**src/logic/ewg_pkg.sv**
```systemverilog
// Package with register map, field layout, reset values and timing for the wait-state generator.
// Behaviour
// - Software wait states stretch any external bus cycle, up to fourteen cycles.
// - Slow devices lengthen cycles further with ready; the generator honours ready.
// - All ranges at zero waits gate off the generator's internal clock enable.
// - Low fifteen bits hold five 3-bit base counts, one per range.
// - Every base count is scaled by one or two per the double bit.
// - Reset loads 111 into every range field: seven waits everywhere.
// - Bit 15 is read/write range select, reset zero, remapping program fields.
// - Bits 14..12 give waits for all I/O space accesses.
// - Bits 11..9 give waits for data addresses 8000..FFFF.
// - Bits 8..6 give waits for data addresses 0000..7FFF.
// - Bits 5..3 serve program offsets 8000..FFFF when select is zero only.
// - Bits 2..0 serve program offsets 0000..7FFF, or everything when select is one.
// - Double bit is bit 0 of scale register, reset zero; one doubles counts.
// - Scale register bits 15..1 read zero and ignore writes.
package ewg_pkg;
	localparam logic [15:0] EWG_WSR_ADDR    = 16'h0028;
	localparam logic [15:0] EWG_SCR_ADDR    = 16'h002b;
	localparam logic [15:0] EWG_WSR_RESET   = 16'h7fff;
	localparam logic [15:0] EWG_SCR_RESET   = 16'h0000;
	localparam int          EWG_SEL_BIT     = 15;
	localparam int          EWG_IO_LSB      = 12;
	localparam int          EWG_DHI_LSB     = 9;
	localparam int          EWG_DLO_LSB     = 6;
	localparam int          EWG_PHI_LSB     = 3;
	localparam int          EWG_PLO_LSB     = 0;
	localparam int          EWG_DBL_BIT     = 0;
	localparam int          EWG_HALF_BIT    = 15;
	localparam logic [3:0]  EWG_MAX_WAITS   = 4'he;
	localparam logic [1:0]  EWG_SPACE_PROG  = 2'h0;
	localparam logic [1:0]  EWG_SPACE_DATA  = 2'h1;
	localparam logic [1:0]  EWG_SPACE_IO    = 2'h2;
	typedef enum logic [2:0] {
		EWG_IDLE = 3'b001,
		EWG_WAIT = 3'b010,
		EWG_RDY  = 3'b100
	} ewg_state_t;
endpackage : ewg_pkg

```
**src/logic/ewg_wait_gen.sv**
```systemverilog
// Wait-state generator: range registers, count selection and bus cycle stretching.
`timescale 1ns/10ps
module ewg_wait_gen
	import ewg_pkg::*;
(
	input  wire logic        mclk,
	input  wire logic        rst,
	input  wire logic        reg_wr,
	input  wire logic        reg_rd,
	input  wire logic [15:0] reg_addr,
	input  wire logic [15:0] reg_wdata,
	output logic      [15:0] reg_rdata,
	input  wire logic        acc_start,
	input  wire logic [1:0]  acc_space,
	input  wire logic [15:0] acc_addr,
	input  wire logic        ready,
	output logic             acc_done,
	output logic             acc_busy,
	output logic             wait_clk_on
);
	// ---------------------------------------------------------------
	// Registers and helpers
	// ---------------------------------------------------------------
	ewg_state_t  state_reg;
	logic [15:0] wait_state_ranges_reg;
	logic        wait_double_bit_reg;
	logic [3:0]  count_reg;
	logic [3:0]  waits_next;
	logic        all_zero;
	logic        ready_s1_reg;
	logic        ready_s2_reg;
	logic        ready_s3_reg;
	logic        ready_reg;

	// Pulls one 3-bit base count out of the range register.
	function automatic logic [2:0] ewg_field(input logic [15:0] r, input int lsb);
		ewg_field = r[lsb +: 3];
	endfunction : ewg_field

	// ---------------------------------------------------------------
	// Register writes
	// ---------------------------------------------------------------
	// Range register loads seven waits everywhere at reset.
	always_ff @(posedge mclk or posedge rst) begin
		if (rst) begin
			wait_state_ranges_reg <= EWG_WSR_RESET;
		end else if (reg_wr && reg_addr == EWG_WSR_ADDR) begin
			wait_state_ranges_reg <= reg_wdata;
		end
	end

	// Only the double bit is stored; upper bits are not kept so they can never read back.
	always_ff @(posedge mclk or posedge rst) begin
		if (rst) begin
			wait_double_bit_reg <= EWG_SCR_RESET[EWG_DBL_BIT];
		end else if (reg_wr && reg_addr == EWG_SCR_ADDR) begin
			wait_double_bit_reg <= reg_wdata[EWG_DBL_BIT];
		end
	end

	// Registered read data; unmapped addresses read zero.
	always_ff @(posedge mclk or posedge rst) begin
		if (rst) begin
			reg_rdata <= 16'h0000;
		end else if (reg_rd) begin
			if (reg_addr == EWG_WSR_ADDR) begin
				reg_rdata <= wait_state_ranges_reg;
			end else if (reg_addr == EWG_SCR_ADDR) begin
				reg_rdata <= {15'h0, wait_double_bit_reg};
			end else begin
				reg_rdata <= 16'h0000;
			end
		end
	end

	// ---------------------------------------------------------------
	// Count selection
	// ---------------------------------------------------------------
	// Picks the base count for the access's space and address, then scales it.
	always_comb begin
		logic [2:0] base;
		base = 3'h0;
		case (acc_space)
			EWG_SPACE_IO: begin
				base = ewg_field(wait_state_ranges_reg, EWG_IO_LSB);
			end
			EWG_SPACE_DATA: begin
				if (acc_addr[EWG_HALF_BIT]) begin
					base = ewg_field(wait_state_ranges_reg, EWG_DHI_LSB);
				end else begin
					base = ewg_field(wait_state_ranges_reg, EWG_DLO_LSB);
				end
			end
			default: begin
				if (!wait_state_ranges_reg[EWG_SEL_BIT] && acc_addr[EWG_HALF_BIT]) begin
					base = ewg_field(wait_state_ranges_reg, EWG_PHI_LSB);
				end else begin
					base = ewg_field(wait_state_ranges_reg, EWG_PLO_LSB);
				end
			end
		endcase
		// Doubling of seven gives fourteen, the largest software count.
		waits_next = wait_double_bit_reg ? {base, 1'b0} : {1'b0, base};
	end

	// With every field at zero no access can need counting.
	assign all_zero = (wait_state_ranges_reg[14:0] == 15'h0);

	// Clock enable to the counter; held low when nothing can wait, to save power.
	always_ff @(posedge mclk or posedge rst) begin
		if (rst) begin
			wait_clk_on <= 1'b1;
		end else begin
			wait_clk_on <= !all_zero;
		end
	end

	// ---------------------------------------------------------------
	// Ready synchroniser
	// ---------------------------------------------------------------
	// Ready comes from a pin; the first stage feeds only the second.
	always_ff @(posedge mclk or posedge rst) begin
		if (rst) begin
			ready_s1_reg <= 1'b1;
			ready_s2_reg <= 1'b1;
			ready_s3_reg <= 1'b1;
			ready_reg    <= 1'b1;
		end else begin
			ready_s1_reg <= ready;
			ready_s2_reg <= ready_s1_reg;
			ready_s3_reg <= ready_s2_reg;
			if (ready_s2_reg == ready_s3_reg) begin
				ready_reg <= ready_s3_reg;
			end
		end
	end

	// ---------------------------------------------------------------
	// Bus cycle sequencer
	// ---------------------------------------------------------------
	// Counts waits down, then holds the cycle until ready is seen high.
	always_ff @(posedge mclk or posedge rst) begin
		if (rst) begin
			state_reg <= EWG_IDLE;
			count_reg <= 4'h0;
			acc_done  <= 1'b0;
			acc_busy  <= 1'b0;
		end else begin
			acc_done <= 1'b0;
			case (state_reg)
				EWG_IDLE: begin
					if (acc_start) begin
						acc_busy  <= 1'b1;
						count_reg <= waits_next;
						// The enable lags a range write by a cycle, so only the count decides.
						if (waits_next != 4'h0) begin
							state_reg <= EWG_WAIT;
						end else begin
							state_reg <= EWG_RDY;
						end
					end
				end
				EWG_WAIT: begin
					if (count_reg <= 4'h1) begin
						count_reg <= 4'h0;
						state_reg <= EWG_RDY;
					end else begin
						count_reg <= count_reg - 4'h1;
					end
				end
				EWG_RDY: begin
					if (ready_reg) begin
						acc_done  <= 1'b1;
						acc_busy  <= 1'b0;
						state_reg <= EWG_IDLE;
					end
				end
				default: begin
					state_reg <= EWG_IDLE;
				end
			endcase
		end
	end
endmodule : ewg_wait_gen

```
**config.mk**
```make
export PLATFORM = sky130hd
export DESIGN_NAME = ewg_wait_gen
export DESIGN_NICKNAME = d
export VERILOG_FILES = /design/src/logic/ewg_pkg.sv /design/src/logic/ewg_wait_gen.sv
export SDC_FILE = /design/constraint.sdc
export NUM_CORES = 1
export LEC_CHECK = 0
export ABC_AREA = 0
export ABC_CLOCK_PERIOD_IN_PS = 2100
export BUFFER_PORTS_ARGS = -buffer_cell sky130_fd_sc_hd__buf_2
export CAP_MARGIN = 20
export CELL_PAD_IN_SITES_DETAIL_PLACEMENT = 1
export CELL_PAD_IN_SITES_GLOBAL_PLACEMENT = 1
export CORE_ASPECT_RATIO = 0.6
export CORE_MARGIN = 2
export CORE_UTILIZATION = 40
export CTS_BUF_LIST = sky130_fd_sc_hd__clkbuf_4 sky130_fd_sc_hd__clkbuf_8
export DETAILED_ROUTE_END_ITERATION = 10
export PLACE_DENSITY_LB_ADDON = 0.1
export SETUP_SLACK_MARGIN = 0.3
export SLEW_MARGIN = 20
export SYNTH_ARGS = -nofsm -noshare
export SYNTH_HDL_FRONTEND = slang
export SYNTH_SLANG_ARGS = --single-unit
```
**constraint.sdc**
```tcl
create_clock -name mclk -period 2.1 [get_ports mclk]
set_clock_uncertainty 0.15 [all_clocks]
set_input_delay 0.21 -clock mclk [delete_from_list [all_inputs] [get_ports mclk]]
set_output_delay 0.21 -clock mclk [all_outputs]
set_load 0.05 [all_outputs]
```
# ---- Word-level counts from Yosys, hierarchy flattened
# Cells that the tools add are included.
# W data, S select, Z words.
dict set report classes {
  mux 19
  n_reduce_logical 12
  order_cmp 1
  n_bitwise 0
  eq_ne 11
  shifts 0
  n_addsub 1
  multipliers 0
  div_mod_pow 0
}
# cell n
set ops {}
lappend ops {{$eq A16 B6 Y1 const B} 2}
lappend ops {{$mux W3} 6}
lappend ops {{$mux W16} 1}
lappend ops {{$logic_not A15 Y1} 1}
lappend ops {{$mux W4} 3}
lappend ops {{$pmux W3 S3} 1}
lappend ops {{$pmux W4 S2} 1}
lappend ops {{$ne A2 B2 Y1 const B} 3}
lappend ops {{$pmux W3 S2} 1}
lappend ops {{$reduce_and A3 Y1} 2}
lappend ops {{$mux W1} 5}
lappend ops {{$le A4 B1 Y1 const B} 1}
lappend ops {{$reduce_bool A2 Y1} 2}
lappend ops {{$reduce_bool A4 Y1} 1}
lappend ops {{$sub A4 B1 Y4 const B} 1}
lappend ops {{$eq A3 B1 Y1 const B} 1}
lappend ops {{$eq A3 B2 Y1 const B} 1}
lappend ops {{$eq A3 B3 Y1 const B} 1}
lappend ops {{$logic_and A1 B1 Y1} 3}
lappend ops {{$eq A2 B1 Y1 const B} 1}
lappend ops {{$eq A2 B2 Y1 const B} 1}
lappend ops {{$logic_not A1 Y1} 2}
lappend ops {{$pmux W1 S2} 1}
lappend ops {{$reduce_and A2 Y1} 1}
lappend ops {{$eq A1 B1 Y1} 1}
dict set report totals {
  rom_bits 0
  wordCells 56
  latchBits 0
  mem_bits_rw 0
  in_bits 56
  memories 0
  out_inout_bits 19
  ff_bits 47
}

# ---- Depth between registers and ports, before layout
# Gate-level depths: netlist (run 1).
dict set report depth {
  word_depth 9
  mapped_depth 6
  ltp_nobuf 6
}

# ---- Worst setup path after synthesis (run 1)
# No wires, ideal clock.
dict set report synth_timing {
  kind {reg2reg}
  start {register state_reg[0]}
  end {register count_reg[2]}
  setup_slack_ns 0.437
  arrival_ns 1.426
  synth_period_minus_slack_ns 1.663
  path_buffers 1
  stages_incl_launch_ff 6
  required_ns 1.863
  setup_ns 0.087
  path_cell_list {dfstp_2 -> clkbuf_1 -> nand3b_1 -> or3_1 -> nand3b_1 -> o211ai_1}
}
dict set report synth_between {
  elab_chain_cells 3
  elab_cells_between_ends 6
  classes_between {eq/ne: 3; mux: 1; reduce/logical: 2}
}
# item line
set synth_lines {}
lappend synth_lines {{start, declared} ewg_wait_gen.sv:24} ;# ewg_state_t state_reg;
lappend synth_lines {{start signal, assigned} ewg_wait_gen.sv:144} ;# state_reg <= EWG_IDLE;
lappend synth_lines {{start signal, assigned} ewg_wait_gen.sv:157} ;# state_reg <= EWG_WAIT;
lappend synth_lines {{start signal, assigned} ewg_wait_gen.sv:159} ;# state_reg <= EWG_RDY;
lappend synth_lines {{$eq A3 B1 Y1 / $eq A3 B2 Y1 (equally long branches)} ewg_wait_gen.sv:150} ;# case (state_reg)
lappend synth_lines {{$ne A2 B2 Y1 (no line) / $reduce_bool A2 Y1 (equally long branches)} n/a}
lappend synth_lines {{$reduce_and A2 Y1 (no line)} n/a}
lappend synth_lines {{end signal, assigned} ewg_wait_gen.sv:154} ;# count_reg <= waits_next;
lappend synth_lines {{end signal, assigned} ewg_wait_gen.sv:168} ;# count_reg <= count_reg - 4'h1;
lappend synth_lines {{end, declared} ewg_wait_gen.sv:27} ;# logic [3:0] count_reg;
# Parallel ways exist; a longest one is shown, timed or not.
# A chain may end at the register's enable or synchronous reset.

# ---- Worst setup path in the final report (run 1)
dict set report layout_timing {
  start {register count_reg[0]}
  end {register state_reg[2]}
}
dict set report layout_between {
  elab_chain_cells 3
}
# item line
set layout_lines {}
lappend layout_lines {{$le A4 B1 Y1} ewg_wait_gen.sv:164} ;# if (count_reg <= 4'h1) begin
lappend layout_lines {{$ne A2 B2 Y1 (no line)} n/a}
lappend layout_lines {{$reduce_and A3 Y1 (no line)} n/a}
lappend layout_lines {{end signal, assigned} ewg_wait_gen.sv:159}
lappend layout_lines {{end signal, assigned} ewg_wait_gen.sv:166} ;# state_reg <= EWG_RDY;
lappend layout_lines {{end signal, assigned} ewg_wait_gen.sv:175} ;# state_reg <= EWG_IDLE;
# No other way between the ends.

==> out/results.txt, run 1 <==
The first global-routing pass estimated 8.90 mm of wire. The post-synthesis register bit count works out to 47. The setup check on the worst reg-to-reg path leaves a slack of 0.40 ns.

For this run, design rule violations remaining after detail routing come to 0. For the share of the core filled with cells in the final layout, the log shows 0.519. The dominant cell type by area after synthesis is sky130_fd_sc_hd__dfrtp_1. The via count of the routed design was 1,738. For the worst setup path, the data required time is 2.13 ns. The tools report the post-route cell area as 0.00285 sq mm. The synthesized netlist contains 49 unique library cells.

The run gives 0.189 as the overall global routing resource usage. The library cell used most frequently in the layout, excluding fill and tap cells, is sky130_fd_sc_hd__buf_2. The total number of placement rows is 21.

The ratio of final minimum period to clock period was 0.812; the number of buffers added on ports was 59. Yosys attributes the largest share of cell area to sky130_fd_sc_hd__dfrtp_1 29%, sky130_fd_sc_hd__dfstp_2 25%, sky130_fd_sc_hd__mux2_4 6.7%. 75 I/O pins were placed. The warning count from the yosys run was 0; the maximum root-to-sink buffer count was 2.

The floorplan step set the die width to 100 microns. The logs give 0.30 ns for the insertion delay to the later sink of the worst-skew pair and 5.62 mm for the wire length after detailed routing. For this run, the number of standard cells in the final layout without fillers is 320. The area fraction in compound gates after synthesis was 0.149; the number of global-route vias before repair was 1,831.

The main flop type after synthesis was sky130_fd_sc_hd__dfrtp_1. After filler insertion, the fill cell instance count of the layout stands at 597. The first detailed-routing pass ran for 4 iterations. The part of the Yosys area used for sequential elements was 0.538; the number of antenna diodes was 0. The portion of synthesized cell area occupied by the leading cell type is 0.291. In the layout the commonest cells are 59 x sky130_fd_sc_hd__buf_2, 25 x sky130_fd_sc_hd__dfrtp_1, 21 x sky130_fd_sc_hd__dfstp_2. For the weighted congestion at the end of routability-driven global placement, the log shows 0.827. The kind of end point of the critical path was a flop. The worst setup path is of the flop to flop kind. The transition at the pin with the smallest max-transition slack was 0.781 ns. The parity-gate share of the synthesized area counting xor and xnor cells was 0; the post-CTS setup-driven buffer insertion count was 0. The mux share of post-synthesis cell area was 0.122; the share of flip-flops with an asynchronous set or reset after synthesis was 1.00. For this run, the post-layout net count is 310. The number of max-cap violations is 0, and the final count of pins violating max slew is 0. The tools report the final-report hold violation count as 0.

The number of clock buffers inserted by TritonCTS is 5. Post-synthesis adder-cell area fraction: 0.0269. Entering global routing, the biggest net connects 27 pins. The share of cells above drive strength 1 is 0.482, and the number of enable-type register cells in the synthesized netlist is 0. The placed cell area is 0.00261 sq mm, and the average footprint of a synthesized cell is 12.8 sq um. The tools report the final global-route overflow total as 0. The flow ran to the end, and the final reports show no timing, DRC or antenna violations. The post-DP HPWL was 4.22 mm.

Overall power consumption after layout is estimated at 2170 uW. Summed over all failing endpoints, the final setup total negative slack is 0 ns. The logs give 1.74 ns for the arrival time of data at the critical path endpoint and 300 for the number of placed cells counting well taps. The worst path in the final design needs a cycle of 1.70 ns, including I/O delays and setup. The run gives 0.476 as the headroom to the max-slew limit. The mapped netlist covers 0.00223 sq mm. After the first detailed-routing iteration, the DRC count stood at 57.

Die boundary height: 61.9 microns. Synthesis produced a netlist with a net count of 235. Clock-pin slew was measured on the worst setup and hold paths at 0.09 ns. The post-synthesis instance total came out at 175. The post-synthesis share of cell area spent on and, or, nand and nor gates is 0.130. After synthesis, the largest family of logic cells by area is compound AO/OA/AOI/OAI gates. Maximum fanout along the worst path: 4. Static timing analysis puts the maximum clock frequency at 587 MHz.

Type of the worst min-delay path: primary input to flop. The synthesis-to-finish area growth works out to 27.5%. The total number of H-tree levels was 2.

The tools report the clock root buffer as sky130_fd_sc_hd__clkbuf_8. The tools report the starting utilization of the core area as 0.407. For the die outline area, the log shows 0.00622 sq mm. Across the VDD grid, the largest voltage drop is 0.356 mV.

Setup repair after global routing left no endpoint under its margin. The clock drives 47 sinks. The initial antenna violation count is 0.

STA classifies the critical path startpoint as a flop. Using the TritonRoute via totals, the vias-per-cell ratio works out to 5.43. The power per cell area works out to 762 mW/mm^2. The routed wire length per instance is 17.5 microns. The detail route stage leaves a number of antenna-violating nets equal to 0.

The tools report the static power due to leakage as 0.00136 uW. TritonCTS built the clock tree. Setup violations remaining at the end of the flow were counted as 0. In this run the standard cell core region covers 0.00549 sq mm.
-- layer usage --
metal / global-route usage / part of all wire / up-vias
li1: - / - / 807
met1: 0.270 / 0.49 / 863
met2: 0.300 / 0.45 / 63
met3: 0.0447 / 0.047 / 5
met4: 0.0431 / 0.0087 / 0
met5: 0 / 0 / -
-- kinds of logic (layout without fill, tap and decap cells) --
| logic type | Yosys count | after routing |
|---|---|---|
| compound gates | 42 | 42 |
| fa+ha+maj | 5 | 5 |
| buf+inv | 16 | 92 |
| flops | 47 | 47 |
| mux | 21 | 21 |
| simple gates | 44 | 44 |
-- final timing paths --
kind | endpoint | cells after the start | from
max reg2reg | state_reg[2] | 6 | count_reg[0]
min reg2reg | ready_s2_reg | 0 | ready_s1_reg
max in group asynchronous | ready_reg | 4 | rst
min in group asynchronous | reg_rdata[2] | 3 | rst
max | state_reg[2] | 6 | count_reg[0]
min | wait_state_ranges_reg[13] | 2 | reg_wdata[13]
-- synthesized netlist by cell type, types with 2 or more instances --
master / instances
sky130_fd_sc_hd__a21o_1: 4
sky130_fd_sc_hd__a21oi_1: 4
sky130_fd_sc_hd__a221o_1: 2
sky130_fd_sc_hd__a22o_1: 16
sky130_fd_sc_hd__buf_4: 2
sky130_fd_sc_hd__clkbuf_1: 3
sky130_fd_sc_hd__dfrtp_1: 26
sky130_fd_sc_hd__dfstp_2: 21
sky130_fd_sc_hd__ha_1: 4
sky130_fd_sc_hd__inv_1: 9
sky130_fd_sc_hd__mux2_2: 9
sky130_fd_sc_hd__mux2_4: 10
sky130_fd_sc_hd__nand2_1: 6
sky130_fd_sc_hd__nand2b_1: 2
sky130_fd_sc_hd__nand3b_1: 5
sky130_fd_sc_hd__nand4_1: 3
sky130_fd_sc_hd__nor2_1: 8
sky130_fd_sc_hd__nor3_1: 2
sky130_fd_sc_hd__nor4_1: 3
sky130_fd_sc_hd__nor4_2: 2
sky130_fd_sc_hd__o211ai_1: 4
sky130_fd_sc_hd__o21ai_0: 3
-- worst max-delay path: stages, from the launching register on --
cell and delay [ns]:
sky130_fd_sc_hd__dfrtp_1 0.41, sky130_fd_sc_hd__inv_1 0.09, sky130_fd_sc_hd__ha_1 0.23, sky130_fd_sc_hd__or2_4 0.29, sky130_fd_sc_hd__nand4b_1 0.12, sky130_fd_sc_hd__o21ai_0 0.09, sky130_fd_sc_hd__a32o_1 0.22
-- power by group --
group	leakage [uW]	switching (uW)	total, uW	internal [uW]
logic	0.000735	318	547	229
clock network	0.0000517	283	562	279
registers	0.000571	78.1	1060	985
-- metrics by stage --
step                      setup WS (ns)  hold slack [ns]
after global placement            0.321            0.129
after global routing              0.298          0.00426
final                             0.395          0.00238
after CTS                         0.300          0.00372
after detailed placement          0.232            0.147
after floorplan                   0.437           0.0645
-- cell type report --
type,instances,area (sq um),area share
inverters,10,37.5,0.0132
multi-input cells,112,975,0.342
clock inverters,1,5.00,0.00176
flip-flops and latches,47,1200,0.423
clock buffers,7,90.1,0.0316
well taps,69,86.3,0.0303
repair buffers,74,450,0.158
-- repair_timing --
item,CTS,global route
gates resized for setup,1,5
endpoints found under the setup margin,3,4
hold buffers,12,0
pin swaps,0,1
endpoints found under the hold margin,22,0
Note: power is estimated with default switching activity, not from simulation.
==> inputs of run 2 (changes only) <==
ABC_CLOCK_PERIOD_IN_PS = 1700   (was 2100)
clock period = 1.7 ns   (was 2.1 ns; I/O delays follow)
==> run 2 against run 1 <==
Effect of this change:
- final cell count increased by 6.3%
- largest cell class unchanged
- sequential power is 22% higher
- register-to-register slack got worse by 0.30 ns
- design area grew 9.8%
==> out/results.txt, run 2 (synthesized netlist as in run 1, its figures left out) <==
The number of antenna diodes was 0 (unchanged); the die boundary height was 61.9 microns (unchanged). The post-route cell area is 0.00313 sq mm (+9.8%), and the share of cells above drive strength 1 is 0.557 (+0.0751). The tools report the final cell count without fillers as 340 (+6.3%). Following the worst setup path forward leads to its endpoint at state_reg[2]. Number of top-level design ports: 75 (unchanged). The maximum number of pins on one net before global-route repair is 29 (+7.4%), and the final-layout setup total negative slack is 0 ns (unchanged). The kind of end point of the critical path was a flop. In the layout the commonest cells are 58 x sky130_fd_sc_hd__buf_2, 25 x sky130_fd_sc_hd__dfrtp_1, 21 x sky130_fd_sc_hd__dfstp_2. The weighted congestion at the end of routability-driven global placement was 0.862 (+4.2%). The total number of placement rows is 21 (unchanged). The worst-case register-to-register setup slack is 0.1 ns (-0.30 ns), and the timing-limited maximum frequency is 625 MHz (+6.5%).

Number of max-cap violations: 0 (unchanged). Number of clock buffers inserted by TritonCTS: 5 (unchanged). The run gives 4.38 mm (+3.8%) as the post-DP HPWL. The number of endpoints failing setup at the final stage is 0 (unchanged), and the placed cell area is 0.00268 sq mm (+2.7%). The total number of H-tree levels was 2 (unchanged); the number of remaining DRC errors was 0 (unchanged). The worst register-to-register path begins at wait_state_ranges_reg[2]. The maximum root-to-sink buffer count was 2 (unchanged); the number of buffers added on ports was 59 (unchanged).

The final count of pins violating max slew is 0 (unchanged), and the via count of the routed design is 1,839 (+5.8%). For the number of optimization iterations in the first detailed-route pass, the log shows 4 (unchanged). The critical path starts at wait_state_ranges_reg[2]. The tools report the kind of start point of the critical path as a flop. For the final global-route overflow total, the log shows 0 (unchanged).

The class of the most critical setup path was flop to flop. The type of the worst min-delay path was primary input to flop. Endpoint of the worst register-to-register path: state_reg[2].

The core outline area was 0.00549 sq mm (unchanged). For the headroom to the max-slew limit, the log shows 0.711 (+0.235). For the wire length after detailed routing, the log shows 6.11 mm (+8.7%). The final-report hold violation count came out at 0 (unchanged). The tools report the die outline area as 0.00622 sq mm (unchanged). The largest vdd supply drop was 0.356 mV (-0.20%); the power per cell area was 959 mW/mm^2 (+26%). The logs give 1.64 ns (-0.10 ns) for the arrival time of data at the critical path endpoint and 0.0894 ns (+0.0870 ns) for the worst hold margin. The clock transition at the registers of the reported paths is 0.09 ns (about the same), and the insertion delay to the later sink of the worst-skew pair is 0.30 ns (about the same). The count of nets after finishing was 330 (+6.5%). Setup repair after global routing could not meet its margin everywhere. TritonCTS built the clock tree.

Logic depth of the worst register-to-register path: 4 (-2). For the initial antenna violation count, the log shows 0 (unchanged). The global-route wire length before repair was 9.77 mm (+9.8%).

The required time reported for the critical path endpoint was 1.74 ns (-0.39 ns). For the overall global routing resource usage, the log shows 0.211 (+0.0217). For the starting utilization of the core area, the log shows 0.407 (unchanged).

For the number of sinks handled by clock tree synthesis, the log shows 47 (unchanged). The horizontal extent of the die is 100 microns (unchanged). Compared with the post-synthesis result, the final layout area differs by 40.0%. The transition at the pin with the smallest max-transition slack came out at 0.433 ns (-0.349 ns).

The number of violations reported at the end of detailed-routing iteration 0 is 39 (-32%), and the ratio of final minimum period to clock period is 0.942 (+0.130). The number of global-route vias before repair came out at 1,905 (+4.0%). The run finished with clean final reports. For the number of placed cells counting well taps, the log shows 304 (+1.3%). The routed wire length per instance is 18.0 microns (+2.3%). Leaving out fill and tap cells, the most frequent cell in the layout is sky130_fd_sc_hd__buf_2. The post-detailed-route count of antenna-violating nets was 0 (unchanged); the maximum fanout along the worst path was 4 (unchanged). The ratio of routed vias to standard cells is 5.41 (-0.41%). The static power due to leakage was 0.00147 uW (+8.5%). CTS placed an instance of sky130_fd_sc_hd__clkbuf_8 at the clock tree root. The shortest period the worst path allows was 1.60 ns (-0.104 ns); the overall power of the completed layout was 3000 uW (+38%).
==> run 2: changes by cell type in the layout (fill, tap and decap cells not counted), sizes merged <==
cell	change
clkbuf	-2
bufinv	+1
dlygate4sd3	+6
buf	+14
clkinvlp	+1
==> run 2: area by class of cell <==
cell class	instances	area (sq um)
repair buffers	94	631
clock buffers	5	68.8
multi-input cells	112	1050
well taps	69	86.3
clock inverters	3	43.8
inverters	10	41.3
flip-flops and latches	47	1200
fillers	580	2360
==> run 2: worst max-delay path, cell delays in order, from the launching register on <==
cell	delay, ns
sky130_fd_sc_hd__dfstp_2	0.58
sky130_fd_sc_hd__inv_1	0.05
sky130_fd_sc_hd__o211ai_1	0.31
sky130_fd_sc_hd__a22oi_2	0.15
sky130_fd_sc_hd__a32o_1	0.26
==> run 2: per-stage QoR <==
stage	util	setup slack (ns)
3_3_place_gp	0.488	0.0439
4_1_cts	0.563	0.104
3_5_place_dp	0.488	-0.0189
2_1_floorplan	-	0.150
5_1_grt	0.569	0.0167
6_report	0.569	0.0991
==> run 2: per-layer routing <==
layer,vias to the layer above,routed length (microns),GRT usage
li1,849,-,-
met1,926,3010,0.296
met2,60,2740,0.333
met3,4,286,0.0425
met4,0,68,0.0763
met5,-,0,0
==> run 2: worst min-delay path by stage <==
stage	start	endpoint	slack (ns)	depth (start not counted)
3_3_place_gp	rst	reg_rdata[10]	0.05	2
3_5_place_dp	rst	reg_rdata[10]	0.06	2
2_1_floorplan	ready	ready_s1_reg	0.02	0
6_report	reg_addr[0]	wait_double_bit_reg	0.09	3
4_1_cts	acc_start	state_reg[0]	0.08	4
5_1_grt	acc_start	state_reg[0]	0.11	4
==> run 2: what timing repair did <==
item	CTS	global route
endpoints found under the hold margin	27	0
resized for setup	14	8
pin swaps	10	3
hold buffers	18	0
setup buffers	9	1
endpoints found under the setup margin	8	8
==> run 2: power by group <==
part | switching (uW) | internal [uW]
logic | 470 | 413
registers | 76.3 | 1220
clock network | 386 | 438
